--- src/sfc_pkg.sv ---
package sfc_pkg;
	localparam int DATA_W = 8;
	localparam int ADDR_W = 16;
	localparam int CNT_W  = 17;
	localparam int REG_AW = 4;
	localparam int REG_DW = 32;
	// Buffer length: 512 words shifted left by the length select (0..7 gives 512..64K)
	localparam logic [CNT_W-1:0] MIN_LEN = 17'h00200;
	localparam int LSEL_W = 3;
	// ==========================================================
	// Register offsets
	localparam logic [REG_AW-1:0] CTRL_OFS   = 4'h0;
	localparam logic [REG_AW-1:0] STAT_OFS   = 4'h4;
	localparam logic [REG_AW-1:0] EVENT_OFS  = 4'h8;
	localparam logic [REG_AW-1:0] MASK_OFS   = 4'hC;
	// ==========================================================
	// Control fields
	localparam int CTRL_LSEL_LSB = 0;
	localparam int CTRL_RPRIO    = 4;
	localparam int CTRL_WEN      = 5;
	localparam int CTRL_REN      = 6;
	localparam logic [6:0] CTRL_RESET = 7'h67;
	// Status and event fields share one layout
	localparam int FLAG_FULL   = 0;
	localparam int FLAG_EMPTY  = 1;
	localparam int FLAG_ALMOST = 2;
	localparam int FLAG_HALF   = 3;
	localparam int FLAG_W      = 4;
	localparam int STAT_CNT_LSB = 8;
	localparam logic [FLAG_W-1:0] MASK_RESET = 4'h0;
	// Almost flag within one eighth of either end
	localparam int ALMOST_SHIFT = 3;
	// ==========================================================
	// Controller sequence
	typedef enum logic [2:0] {
		SFC_IDLE, SFC_WCAP, SFC_WRAM1, SFC_WRAM2, SFC_RRAM1, SFC_RRAM2, SFC_RDONE
	} sfc_state_type;
endpackage : sfc_pkg

--- src/sfc_link_if.sv ---
`timescale 1ns/1ps
`default_nettype none
interface sfc_link_if;
	import sfc_pkg::*;
	logic                write_request_n;
	logic                write_ready_out;
	logic                write_register_strobe;
	logic [DATA_W-1:0]   write_data;
	logic                read_request_n;
	logic                read_ready_out;
	logic                read_register_strobe;
	logic [DATA_W-1:0]   read_data;
	logic [ADDR_W-1:0]   ram_addr;
	logic                ram_we_n;
	logic                ram_oe_n;
	logic [DATA_W-1:0]   ram_wdata;
	logic [DATA_W-1:0]   ram_rdata;

	modport ctl (
		input  write_request_n, write_data, read_request_n, ram_rdata,
		output write_ready_out, write_register_strobe, read_ready_out, read_register_strobe,
		output read_data, ram_addr, ram_we_n, ram_oe_n, ram_wdata
	);
	modport sub (
		output write_request_n, write_data, read_request_n, ram_rdata,
		input  write_ready_out, write_register_strobe, read_ready_out, read_register_strobe,
		input  read_data, ram_addr, ram_we_n, ram_oe_n, ram_wdata
	);
endinterface : sfc_link_if
`default_nettype wire

--- src/sfc_controller.sv ---
`timescale 1ns/1ps
`default_nettype none
module sfc_controller (
	input  wire logic                        clk_sys,
	input  wire logic                        rstn,
	sfc_link_if.ctl                          link,
	input  wire logic [sfc_pkg::REG_AW-1:0]  reg_addr,
	input  wire logic [sfc_pkg::REG_DW-1:0]  reg_wdata,
	input  wire logic                        reg_wr,
	input  wire logic                        reg_rd,
	output logic [sfc_pkg::REG_DW-1:0]       reg_rdata,
	output logic                             irq
);
	import sfc_pkg::*;

	function automatic logic [CNT_W-1:0] len_of(input logic [LSEL_W-1:0] sel);
		len_of = MIN_LEN << sel;
	endfunction : len_of

	sfc_state_type      state_q;
	logic [1:0]         wsync_q;
	logic [1:0]         rsync_q;
	logic [6:0]         ctrl_q;
	logic [FLAG_W-1:0]  mask_q;
	logic [FLAG_W-1:0]  event_q;
	logic [FLAG_W-1:0]  flags_q;
	logic [CNT_W-1:0]   count_q;
	logic [ADDR_W-1:0]  waddr_q;
	logic [ADDR_W-1:0]  raddr_q;
	logic [DATA_W-1:0]  wreg_q;
	logic [DATA_W-1:0]  rreg_q;
	logic               write_ready_out_q;
	logic               wstb_q;
	logic               rrdy_q;
	logic               rstb_q;
	logic [ADDR_W-1:0]  ram_addr_q;
	logic               ram_we_n_q;
	logic               ram_oe_n_q;
	logic [REG_DW-1:0]  reg_rdata_q;
	logic               irq_q;

	// ==========================================================
	// Request synchronizers
	always_ff @(posedge clk_sys or negedge rstn) begin
		if (!rstn) begin
			wsync_q <= 2'h3;
			rsync_q <= 2'h3;
		end else begin
			wsync_q <= {wsync_q[0], link.write_request_n};
			rsync_q <= {rsync_q[0], link.read_request_n};
		end
	end
	wire write_request_n_n_s = wsync_q[1];
	wire rreq_n_s = rsync_q[1];

	// ==========================================================
	// Length, flags and arbitration
	wire [LSEL_W-1:0] lsel   = ctrl_q[CTRL_LSEL_LSB +: LSEL_W];
	wire [CNT_W-1:0]  len    = len_of(lsel);
	wire [ADDR_W-1:0] amask  = ADDR_W'(len - 17'h00001);
	wire [CNT_W-1:0]  margin = len >> ALMOST_SHIFT;
	wire              is_full  = count_q >= len;
	wire              is_empty = count_q == '0;
	wire [FLAG_W-1:0] flags_d;
	assign flags_d[FLAG_FULL]   = is_full;
	assign flags_d[FLAG_EMPTY]  = is_empty;
	assign flags_d[FLAG_ALMOST] = (count_q <= margin) || (count_q >= len - margin);
	assign flags_d[FLAG_HALF]   = count_q >= (len >> 1);

	wire w_en  = ctrl_q[CTRL_WEN];
	wire r_en  = ctrl_q[CTRL_REN];
	// A disabled side never wins, so the other side owns the buffer outright
	wire w_pend = ~write_request_n_n_s & write_ready_out_q & w_en;
	wire r_pend = ~rreq_n_s & rrdy_q & r_en;
	wire go_w   = w_pend & ~(r_pend & ctrl_q[CTRL_RPRIO]);
	wire go_r   = r_pend & ~go_w;
	wire idle   = state_q == SFC_IDLE;
	// Ready only after the previous request has been seen released
	wire write_ready_out_d = idle & ~go_w & ~go_r & w_en & write_request_n_n_s & ~is_full;
	wire rrdy_d = idle & ~go_w & ~go_r & r_en & rreq_n_s & ~is_empty;

	// ==========================================================
	// Transfer sequence
	always_ff @(posedge clk_sys or negedge rstn) begin
		if (!rstn) begin
			state_q    <= SFC_IDLE;
			wstb_q     <= 1'b1;
			rstb_q     <= 1'b1;
			wreg_q     <= '0;
			rreg_q     <= '0;
			waddr_q    <= '0;
			raddr_q    <= '0;
			count_q    <= '0;
			ram_addr_q <= '0;
			ram_we_n_q <= 1'b1;
			ram_oe_n_q <= 1'b1;
		end else begin
			case (state_q)
				SFC_IDLE: begin
					if (go_w) begin
						wstb_q  <= 1'b0;
						state_q <= SFC_WCAP;
					end else if (go_r) begin
						rstb_q     <= 1'b0;
						ram_addr_q <= raddr_q;
						ram_oe_n_q <= 1'b0;
						state_q    <= SFC_RRAM1;
					end
				end
				SFC_WCAP: begin
					wstb_q     <= 1'b1;
					wreg_q     <= link.write_data;
					ram_addr_q <= waddr_q;
					ram_we_n_q <= 1'b0;
					state_q    <= SFC_WRAM1;
				end
				SFC_WRAM1: begin
					state_q <= SFC_WRAM2;
				end
				SFC_WRAM2: begin
					ram_we_n_q <= 1'b1;
					waddr_q    <= (waddr_q + 16'h0001) & amask;
					count_q    <= count_q + 17'h00001;
					state_q    <= SFC_IDLE;
				end
				SFC_RRAM1: begin
					state_q <= SFC_RRAM2;
				end
				SFC_RRAM2: begin
					rreg_q     <= link.ram_rdata;
					ram_oe_n_q <= 1'b1;
					raddr_q    <= (raddr_q + 16'h0001) & amask;
					count_q    <= count_q - 17'h00001;
					state_q    <= SFC_RDONE;
				end
				SFC_RDONE: begin
					rstb_q  <= 1'b1;
					state_q <= SFC_IDLE;
				end
				default: begin
					state_q <= SFC_IDLE;
				end
			endcase
		end
	end

	always_ff @(posedge clk_sys or negedge rstn) begin
		if (!rstn) begin
			write_ready_out_q <= 1'b0;
			rrdy_q <= 1'b0;
		end else begin
			write_ready_out_q <= write_ready_out_d;
			rrdy_q <= rrdy_d;
		end
	end

	// ==========================================================
	// Register port
	wire sel_ctrl  = reg_addr == CTRL_OFS;
	wire sel_stat  = reg_addr == STAT_OFS;
	wire sel_event = reg_addr == EVENT_OFS;
	wire sel_mask  = reg_addr == MASK_OFS;
	wire [REG_DW-1:0] rd_mux;
	assign rd_mux = sel_ctrl  ? {25'h0000000, ctrl_q} :
	                sel_stat  ? {7'h00, count_q, 4'h0, flags_q} :
	                sel_event ? {28'h0000000, event_q} :
	                sel_mask  ? {28'h0000000, mask_q} : 32'h00000000;
	// A new flag edge wins over a clear by read in the same cycle
	wire [FLAG_W-1:0] rise  = flags_d & ~flags_q;
	wire [FLAG_W-1:0] clr   = (reg_rd && sel_event) ? {FLAG_W{1'b1}} : {FLAG_W{1'b0}};
	wire [FLAG_W-1:0] evt_d = (event_q & ~clr) | rise;

	always_ff @(posedge clk_sys or negedge rstn) begin
		if (!rstn) begin
			ctrl_q      <= CTRL_RESET;
			mask_q      <= MASK_RESET;
			event_q     <= '0;
			flags_q     <= 4'h2;
			reg_rdata_q <= '0;
			irq_q       <= 1'b0;
		end else begin
			if (reg_wr && sel_ctrl)
				ctrl_q <= reg_wdata[6:0];
			if (reg_wr && sel_mask)
				mask_q <= reg_wdata[FLAG_W-1:0];
			flags_q     <= flags_d;
			event_q     <= evt_d;
			reg_rdata_q <= reg_rd ? rd_mux : '0;
			irq_q       <= |(evt_d & mask_q);
		end
	end

	assign link.write_ready_out       = write_ready_out_q;
	assign link.write_register_strobe = wstb_q;
	assign link.read_ready_out        = rrdy_q;
	assign link.read_register_strobe  = rstb_q;
	assign link.read_data             = rreg_q;
	assign link.ram_addr              = ram_addr_q;
	assign link.ram_we_n              = ram_we_n_q;
	assign link.ram_oe_n              = ram_oe_n_q;
	assign link.ram_wdata             = wreg_q;
	assign reg_rdata                  = reg_rdata_q;
	assign irq                        = irq_q;
endmodule : sfc_controller
`default_nettype wire

--- src/flat_wrapper.sv ---
// flat-port wrapper written by rule: the top's interface ports become plain ports
module sfc_controller_flat import sfc_pkg::*;
  (clk_sys, rstn, reg_addr, reg_wdata, reg_wr, reg_rd, reg_rdata, irq, link_write_request_n, link_write_data, link_read_request_n, link_ram_rdata, link_write_ready_out, link_write_register_strobe, link_read_ready_out, link_read_register_strobe, link_read_data, link_ram_addr, link_ram_we_n, link_ram_oe_n, link_ram_wdata);
  sfc_link_if link_i ();
  input  wire logic clk_sys;
  input  wire logic rstn;
  input  wire logic [sfc_pkg::REG_AW-1:0] reg_addr;
  input  wire logic [sfc_pkg::REG_DW-1:0] reg_wdata;
  input  wire logic reg_wr;
  input  wire logic reg_rd;
  output logic [sfc_pkg::REG_DW-1:0] reg_rdata;
  output logic irq;
  input wire logic [$bits(link_i.write_request_n)-1:0] link_write_request_n;
  input wire logic [$bits(link_i.write_data)-1:0] link_write_data;
  input wire logic [$bits(link_i.read_request_n)-1:0] link_read_request_n;
  input wire logic [$bits(link_i.ram_rdata)-1:0] link_ram_rdata;
  output wire logic [$bits(link_i.write_ready_out)-1:0] link_write_ready_out;
  output wire logic [$bits(link_i.write_register_strobe)-1:0] link_write_register_strobe;
  output wire logic [$bits(link_i.read_ready_out)-1:0] link_read_ready_out;
  output wire logic [$bits(link_i.read_register_strobe)-1:0] link_read_register_strobe;
  output wire logic [$bits(link_i.read_data)-1:0] link_read_data;
  output wire logic [$bits(link_i.ram_addr)-1:0] link_ram_addr;
  output wire logic [$bits(link_i.ram_we_n)-1:0] link_ram_we_n;
  output wire logic [$bits(link_i.ram_oe_n)-1:0] link_ram_oe_n;
  output wire logic [$bits(link_i.ram_wdata)-1:0] link_ram_wdata;
  assign link_i.write_request_n = link_write_request_n;
  assign link_i.write_data = link_write_data;
  assign link_i.read_request_n = link_read_request_n;
  assign link_i.ram_rdata = link_ram_rdata;
  assign link_write_ready_out = link_i.write_ready_out;
  assign link_write_register_strobe = link_i.write_register_strobe;
  assign link_read_ready_out = link_i.read_ready_out;
  assign link_read_register_strobe = link_i.read_register_strobe;
  assign link_read_data = link_i.read_data;
  assign link_ram_addr = link_i.ram_addr;
  assign link_ram_we_n = link_i.ram_we_n;
  assign link_ram_oe_n = link_i.ram_oe_n;
  assign link_ram_wdata = link_i.ram_wdata;
  sfc_controller u_core (.clk_sys(clk_sys), .rstn(rstn), .link(link_i), .reg_addr(reg_addr), .reg_wdata(reg_wdata), .reg_wr(reg_wr), .reg_rd(reg_rd), .reg_rdata(reg_rdata), .irq(irq));
endmodule
--- config.mk ---
export PLATFORM = sky130hd
export DESIGN_NAME = sfc_controller_flat
export DESIGN_NICKNAME = d
export VERILOG_FILES = /design/src/sfc_pkg.sv /design/src/sfc_link_if.sv /design/src/sfc_controller.sv /design/src/flat_wrapper.sv
export SDC_FILE = /design/constraint.sdc
export NUM_CORES = 1
export LEC_CHECK = 0
export BUFFER_PORTS_ARGS = -buffer_cell sky130_fd_sc_hd__buf_2
export CAP_MARGIN = 40
export CORE_UTILIZATION = 55
export CTS_CLUSTER_DIAMETER = 80
export DETAILED_ROUTE_END_ITERATION = 16
export PLACE_DENSITY = 0.89
export SLEW_MARGIN = 5
export SYNTH_ARGS = -nofsm -noshare
export SYNTH_HDL_FRONTEND = slang
export SYNTH_SLANG_ARGS = --single-unit
--- constraint.sdc ---
create_clock -name clk_sys -period 3.9 [get_ports clk_sys]
set_clock_uncertainty 0.1 [all_clocks]
set_input_delay 0.195 -clock clk_sys [delete_from_list [all_inputs] [get_ports clk_sys]]
set_output_delay 0.195 -clock clk_sys [all_outputs]
set_load 0.005 [all_outputs]
Word level (Yosys, flattened, before mapping). Index checks and enable logic that the tools add are counted. Widths: inputs -> output; s select.

Bits in registers: 146. Bits of input ports: 58. Output and inout port bits: 71. Logic and storage cells: 112.

Add/subtract/negate cells: 6. Magnitude comparators: 4. Eq/ne operators: 13. Shifts and indexed selects: 1. Mux-type cells: 20. Bitwise gates (word level): 30. Reduce and logical (&&, ||, !) cells: 17.

Operator list (count): $mux 32 (4); $ge 17x17->1 (2); $pmux 17 s2 (1); $add 16x1->16 const B (2); $and 16x16->16 (2); $mux 16 (2); $pmux 16 s2 (1); $add 17x1->17 const B (1); $ge 17x16->1 (1); $le 17x14->1 (1); $logic_not 17->1 (1); $shl 10x3->17 const A (1); $sub 17x1->17 const B (1); $sub 17x14->17 (1); $sub 16x1->16 const B (1); $and 1x1->1 (15); $pmux 3 s5 (1); $and 4x4->4 (3); $reduce_bool 2->1 (5); $eq 3x3->1 const B (3); $reduce_and 3->1 (3); $eq 4x4->1 const B (2); $mux 4 (2); $not 4->4 (2); other kinds (17) (33).

Depth between registers and ports, before layout. Gate-level depths: netlist (run 1).

Depth after elaboration: 13. Depth in mapped cells: 11. Mapped depth without buffers: 10.

Worst setup path before layout (run 1). Ideal clock, no wire load.

Path kind: register to register. Start: register u_core.state_q[1]. End: register u_core.count_q[9]. Setup time: 95 ps. Arrival time: 2875 ps. Required time: 3705 ps. Setup slack: 830 ps. Stages on the path, launching flop included: 12. Buffers on the path: 3. Period minus slack after synthesis: 3070 ps. Path through: dfrtp_1 > buf_6 > nand3b_1 > inv_2 > buf_1 > ha_1 > buf_2 > a211oi_1 > o22ai_1 > o31a_1 > o21a_1 > o31ai_1.

Longest elaborated chain between the ends: 2. Elaborated cells on any way between the ends: 4. Classes of those cells: eq/ne (2); mux (1); reduce/logical (1).

RTL lines: from (decl) (line sfc_controller.sv:20) `sfc_state_type state_q;`; from (signal assigned) (line sfc_controller.sv:86) `state_q <= SFC_IDLE;`; from (signal assigned) (line sfc_controller.sv:102) `state_q <= SFC_WCAP;`; from (signal assigned) (line sfc_controller.sv:107) `state_q <= SFC_RRAM1;`; $eq 3x3->1 or $eq 3x2->1 (tied branches) (line sfc_controller.sv:98) `case (state_q)`; $pmux 17 s2 or $reduce_bool 2->1 (tied branches); to (signal assigned) (line sfc_controller.sv:123) `count_q <= count_q + 17'h00001;`; to (signal assigned) (line sfc_controller.sv:133) `count_q <= count_q - 17'h00001;`; to (decl) (line sfc_controller.sv:27) `logic [CNT_W-1:0] count_q;`.

Several ways; a longest one is shown, not always the timed one. A chain may end at the register's enable or synchronous reset.

Worst setup path in the final report (run 1).
Start: register u_core.ctrl_q[2]. End: register u_core.irq_q, in the netlist u_core.irq.

Longest elaborated chain between the ends: 8. Elaborated cells on any way between the ends: 11. Classes of those cells: add/sub (1); order compare (4); shift (1); bitwise (3); reduce/logical (2).

RTL lines: from (decl) (line sfc_controller.sv:23) `logic [6:0] ctrl_q;`; from (signal assigned) (line sfc_controller.sv:183) `ctrl_q <= reg_wdata[6:0];`; $shl 10x3->17 (*) (line sfc_controller.sv:17) `len_of = MIN_LEN << sel;`; $sub 17x14->17 (line sfc_controller.sv:67) `assign flags_d[FLAG_ALMOST] = (count_q <= margin) || (count_q >= len - margin);`; $ge 17x17->1 (line sfc_controller.sv:67); $logic_or 1x1->1 (line sfc_controller.sv:67); $and 4x4->4 (*) (line sfc_controller.sv:169) `wire [FLAG_W-1:0] rise = flags_d & ~flags_q;`; $or 4x4->4 (*) (line sfc_controller.sv:171) `wire [FLAG_W-1:0] evt_d = (event_q & ~clr) | rise;`; $and 4x4->4 (*) (line sfc_controller.sv:189) `irq_q <= |(evt_d & mask_q);`; $reduce_or 4->1 (*) (line sfc_controller.sv:189); to (signal assigned) (line sfc_controller.sv:189); to (decl) (line sfc_controller.sv:40) `logic irq_q;`.

Every way passes the cells marked *; elsewhere a longest branch is shown, timed or not.

==> results of run 1 <==
-- cell type report --
class | count | area [um2]
Clock buffer | 20 | 447
Multi-Input combinational cell | 564 | 3810
Sequential cell | 138 | 3470
Timing Repair Buffer | 129 | 827
Clock inverter | 12 | 174
Fill cell | 877 | 4260
Tap cell | 176 | 220
Inverter | 23 | 86.3
-- through the flow --
step           util [%]  total power, mW  setup WS [ns]  hold slack (ns)  std cells
3_3_place_gp       60.9             3.49          0.923            0.205       1001
3_5_place_dp       61.2             3.58          0.872           0.0782       1002
6_report           67.9             5.41          0.769           0.0277       1062
5_1_grt            67.9             5.70          0.488           0.0466       1062
4_1_cts            67.9             5.33          0.814           0.0228       1062
2_1_floorplan         -             3.10          0.830           -0.201        765
-- sequential cells by signal (all words and copies together), names as in the netlist, 2 cells and up --
register               flops
u_core.waddr_q            16
u_core.link.read_data      8
u_core.link.ram_addr      16
u_core.event_q             4
u_core.flags_q             4
u_core.rsync_q             2
u_core.mask_q              4
u_core.raddr_q            16
u_core.state_q             3
u_core.wsync_q             2
u_core.reg_rdata          24
u_core.link.ram_wdata      8
u_core.ctrl_q              7
u_core.count_q            17
-- report_power, final --
group	leakage, nW	internal, mW	switching (mW)
Clock	0.304	1.09	0.626
Combinational	2.14	0.698	0.910
Sequential	1.74	1.73	0.359
-- layout by cell type (no fill, tap or decap), types with 13 or more instances in the layout --
cell type / n
nand2_1: 87
mux2i_1: 20
a211oi_1: 16
o21ai_0: 40
mux2_2: 19
clkbuf_16: 17
nand4_1: 20
dlygate4sd3_1: 28
a21oi_1: 43
inv_1: 22
buf_2: 94
and2_1: 23
nor3_1: 13
xor2_1: 14
ha_1: 51
dfstp_2: 14
nor2_1: 48
nand3_1: 17
xnor2_1: 19
dfrtp_1: 124
-- kinds of logic (layout without fill, tap and decap cells) --
family	after synthesis	count (layout)	share of synthesized area [%]
compound gates	157	157	12.9
xor+xnor	33	33	3.83
fa+ha+maj	52	52	8.72
buf+inv	63	184	4.01
flops	138	138	46.0
mux	39	39	5.49
other cells	2	9	0.0995
simple gates	274	274	18.9
-- worst min-delay path, cell delays in order --
cell	delay (ns)
buf_2	0.11
nor3b_2	0.07
o21ai_0	0.08
a211oi_1	0.05
-- routing by layer --
metal	global-route usage [%]	up-vias	routed length (um)
met5	0	-	0
met4	17.5	0	917
met3	6.99	96	1320
met2	49.1	360	9700
met1	34.0	3085	7810
li1	-	2929	-
-- worst min path at each step --
stage / startpoint / end / slack (ns) / cells after the start
2_1_floorplan: rstn / u_core.count_q[0] / -0.20 / 0
3_3_place_gp: link_read_request_n / u_core.rsync_q[0] / 0.21 / 1
3_5_place_dp: rstn / u_core.link.read_data[5] / 0.08 / 1
4_1_cts: reg_addr[1] / u_core.reg_rdata[3] / 0.02 / 4
5_1_grt: reg_addr[0] / u_core.reg_rdata[1] / 0.05 / 4
6_report: reg_addr[0] / u_core.reg_rdata[3] / 0.03 / 4
-- timing repair --
item                                   4_1_cts  5_1_grt
gates resized for setup                      0        0
hold buffers                                28        0
endpoints found under the hold margin       78        0
buffers inserted                             0        0
==> impl_metrics.toml, run 1 <==
[route]
ant_nets = 0
drc = 0
vias = 6470
drtIter0Drc = 697
dr.pass1.iters = 8
vias_per_cell = 6.09
routedWlPerCell_um = 18.6
totalWireLength_um = 19700

[critical_path]
worst_r2r_path_depth = 10
cp.arrival_ns = 3.30
worstPathCellList = "nor2_1, inv_1, nor2_1, inv_1, ha_1, o211ai_1, a21oi_1, o21ba_2, nor4b_1, o311ai_1"
crit_slowest_cell = "nor4b_1"
cp.depth = 10
crit_family = "simple AND/OR/NAND/NOR gates"
cp-startpoint = "u_core.ctrl_q[2]"
crit_end = "u_core.irq"
r2r-start = "u_core.ctrl_q[2]"
required_ns = 4.07
path_max_fanout = 16
critPathCaptureType = "register"
r2r_end = "u_core.irq"
start_kind = "register"
ff2ff_setup_slack_ns = 0.77
slowest_delay_ns = 0.63
crit_buf_inv = 2
critPathKind = "register to register"

[power_and_ir_drop]
power_density_nw_per_um2 = 599
power_leakage_nw = 4.18
irDropWorstVdd_mv = 0.343

[timing]
fin_crit_sh_pct = 80.3
hold_violations = 0
slew_headroom_pct = 46.3
clock.fmax_mhz = 319
rsz0062_at_grt = "false"
finalSetupViolCount = 0
fin_setup_tns_ns = 0
worstMarginPinSlew_ns = 0.805
fin_crit_ns = 3.13
report.final.slew_viol_count = 0

[placed_design]
portBuffers = 95
place_congestion = 0.896
hpwlAfterDp_um = 12100
dpl-instance-area_um2 = 8130

[grt]
grt_pass1_wl_um = 32300
antenna_found_initial = 0
grt.total_usage_pct = 29.3
grt_overflow = 0
grt_pass1_vias = 6649
grt_start_max_net_pins = 58

[logic_synthesis]
synth_ff_type = "dfrtp_1"
syn_inst = 758
yosysMostFrequentCell = "dfrtp_1"
yosys-top-cells-count = "124 x dfrtp_1, 87 x nand2_1, 51 x ha_1, 48 x nor2_1, 43 x a21oi_1"
synth_top_area_cell = "dfrtp_1"
ys_seq_elements = 138
syn_area_um2 = 7550
synthArstFlopShare_pct = 100
synth_edf_count = 0
synth_area_leaders = "dfrtp_1 41%, ha_1 8.5%, dfstp_2 4.9%"
synth_top_cell_area_share_pct = 41.1
synth.distinct_cells = 70
postSynthAreaPerCell_um2 = 9.96
yosysSeqAreaShare_pct = 46.0
synth-warning-count = 0

[die]
dieArea_um2 = 14200
die_w_um = 119
start_util_pct = 56.8
core-area_um2 = 13300
die_y_um = 119
ios = 129
num_rows = 42

[cts]
cts_htree_levels = 4
cts-buffers-inserted = 17
cts_buffer_depth = 2
clock-sinks = 138
cts_tree = "done"
clk_latency_ns = 0.42
path_clk_slew_ns = 0.06
clockRootBuffer = "clkbuf_16"

[finish]
area_growth_pct = 19.6
final_nets = 983
final_area_um2 = 9030
drive_gt1_share_pct = 20.4
antenna_cells = 0

[hold_path]
min_path_type = "input port to register"

[status]
status = "complete, no violations"

[flow_run]
drv_cap = 0
Note: power is estimated with default switching activity, not from simulation.
==> run 2, diff against run 1 <==
clock period = 3.2 ns   (was 3.9 ns; I/O delays follow)
==> run 2 against run 1 <==
Effect of this change: critical path depth stayed put; sequential power is 22% higher; non-clock buffer count up 10; cell area is 0.82% higher; sequential share of layout area decreased by 0.31 points; wire length is 1.8% lower; first-iteration DRC count decreased by 14%; utilization rose by 0.56 points; fmax rose by 2.9%; global-route usage shrank 0.41 points; combinational power rose by 25%; power increased by 22%; critical path type unchanged; critical endpoint is now u_core.event_q[0].
==> impl_metrics.toml, run 2 (synthesis gave the netlist of run 1 again) <==
[status]
status = "complete, no violations"

[timing]
fin_crit_sh_pct = 95.1
rsz0062_at_grt = "false"
worstMarginPinSlew_ns = 0.820
fin_crit_ns = 3.04
report.final.slew_viol_count = 0
slew_headroom_pct = 45.3
fin_setup_tns_ns = 0
hold_violations = 0
clock.fmax_mhz = 329
finalSetupViolCount = 0

[critical_path]
cp.arrival_ns = 3.25
path_max_fanout = 16
critPathCaptureType = "register"
required_ns = 3.40
start_kind = "register"
critPathKind = "register to register"

[route]
vias_per_cell = 6.11
drtIter0Drc = 600
vias = 6546
drc = 0
routedWlPerCell_um = 18.1
dr.pass1.iters = 8
totalWireLength_um = 19400
ant_nets = 0

[placed_design]
dpl-instance-area_um2 = 8180
placed_cells = 1009
place_congestion = 0.895
hpwlAfterDp_um = 12200
portBuffers = 95

[cts]
clockRootBuffer = "clkbuf_16"
clock-sinks = 138
cts_tree = "done"
cts_htree_levels = 4
clk_latency_ns = 0.43
cts_buffer_depth = 2
cts-buffers-inserted = 17
path_clk_slew_ns = 0.06

[power_and_ir_drop]
power_density_nw_per_um2 = 725
finalPower_mw = 6.60
irDropWorstVdd_mv = 0.437
power_leakage_nw = 4.21

[grt]
grt_overflow = 0
grt_pass1_vias = 6590
antenna_found_initial = 0
grt_pass1_wl_um = 32000
grt_start_max_net_pins = 91
grt.total_usage_pct = 28.9

[finish]
fin_cells = 1072
largest_register_ffs = 24
antenna_cells = 0
final_cell_mix = "124 x dfrtp_1, 94 x buf_2, 87 x nand2_1, 51 x ha_1, 48 x nor2_1"
drive_gt1_share_pct = 21.1
area_growth_pct = 20.6
final_common_cell = "dfrtp_1"
final_nets = 993
final_area_um2 = 9100

[hold_path]
min_path_type = "input port to register"

[die]
die_y_um = 119
die_w_um = 119
dieArea_um2 = 14200
ios = 129
num_rows = 42
start_util_pct = 56.8
core-area_um2 = 13300

[flow_run]
drv_cap = 0
## run 2: routing by layer
layer	track usage (%)	vias up	wire length, um
met5	0	-	0
met4	14.6	0	810
met3	6.75	86	1390
met2	48.4	352	9530
met1	34.6	3140	7670
li1	-	2968	-
## run 2: path summary, 6_finish.rpt
| check | from | end | slack (ns) | cells after the start |
|---|---|---|---|---|
| max | u_core.ctrl_q[2] | u_core.event_q[0] | 0.16 | 10 |
| min | reg_addr[3] | u_core.reg_rdata[2] | 0.11 | 3 |
| max reg2reg | u_core.ctrl_q[2] | u_core.event_q[0] | 0.16 | 10 |
| min reg2reg | u_core.wsync_q[0] | u_core.wsync_q[1] | 0.26 | 0 |
| max in group asynchronous | rstn | u_core.link.ram_we_n | 1.93 | 3 |
| min in group asynchronous | rstn | u_core.link.read_data[5] | 0.27 | 2 |
## run 2: critical path: stages, from the launching register on
cell and delay, ns:
dfstp_2 0.46, nor2_1 0.25, inv_1 0.13, nor2_1 0.29, inv_1 0.17, ha_1 0.32, o211a_1 0.23, o21ai_0 0.25
a211oi_1 0.14, a211o_1 0.32, a22o_1 0.27
## run 2: cell type report
| cell class | instances | area (um2) |
|---|---|---|
| Clock buffer | 22 | 474 |
| Clock inverter | 10 | 140 |
| Fill cell | 878 | 4190 |
| Inverter | 23 | 86.3 |
| Multi-Input combinational cell | 564 | 3810 |
| Sequential cell | 138 | 3470 |
| Tap cell | 176 | 220 |
| Timing Repair Buffer | 139 | 902 |
## run 2: what timing repair did
| action | CTS | global route |
|---|---|---|
| hold endpoints to repair | 115 | 0 |
| setup endpoints to repair | 0 | 2 |
| hold buffers | 31 | 0 |
| resized for setup | 0 | 1 |
| setup buffers | 0 | 0 |
## run 2: where the power goes
part           switching (mW)  total, mW  leakage [nW]  internal (mW)
combinational            1.13       2.02          2.19          0.892
clock                   0.748       2.04         0.293           1.29
sequential              0.439       2.55          1.74           2.11
total                    2.31       6.60          4.21           4.29
## run 2: stage by stage
stage	util [%]	setup WS [ns]	hold WS (ns)
3_3_place_gp	61.5	0.360	0.168
6_report	68.5	0.157	0.112
4_1_cts	68.4	0.145	0.117
3_5_place_dp	61.5	0.296	0.167
2_1_floorplan	-	0.130	-0.236
5_1_grt	68.5	0.00309	0.128
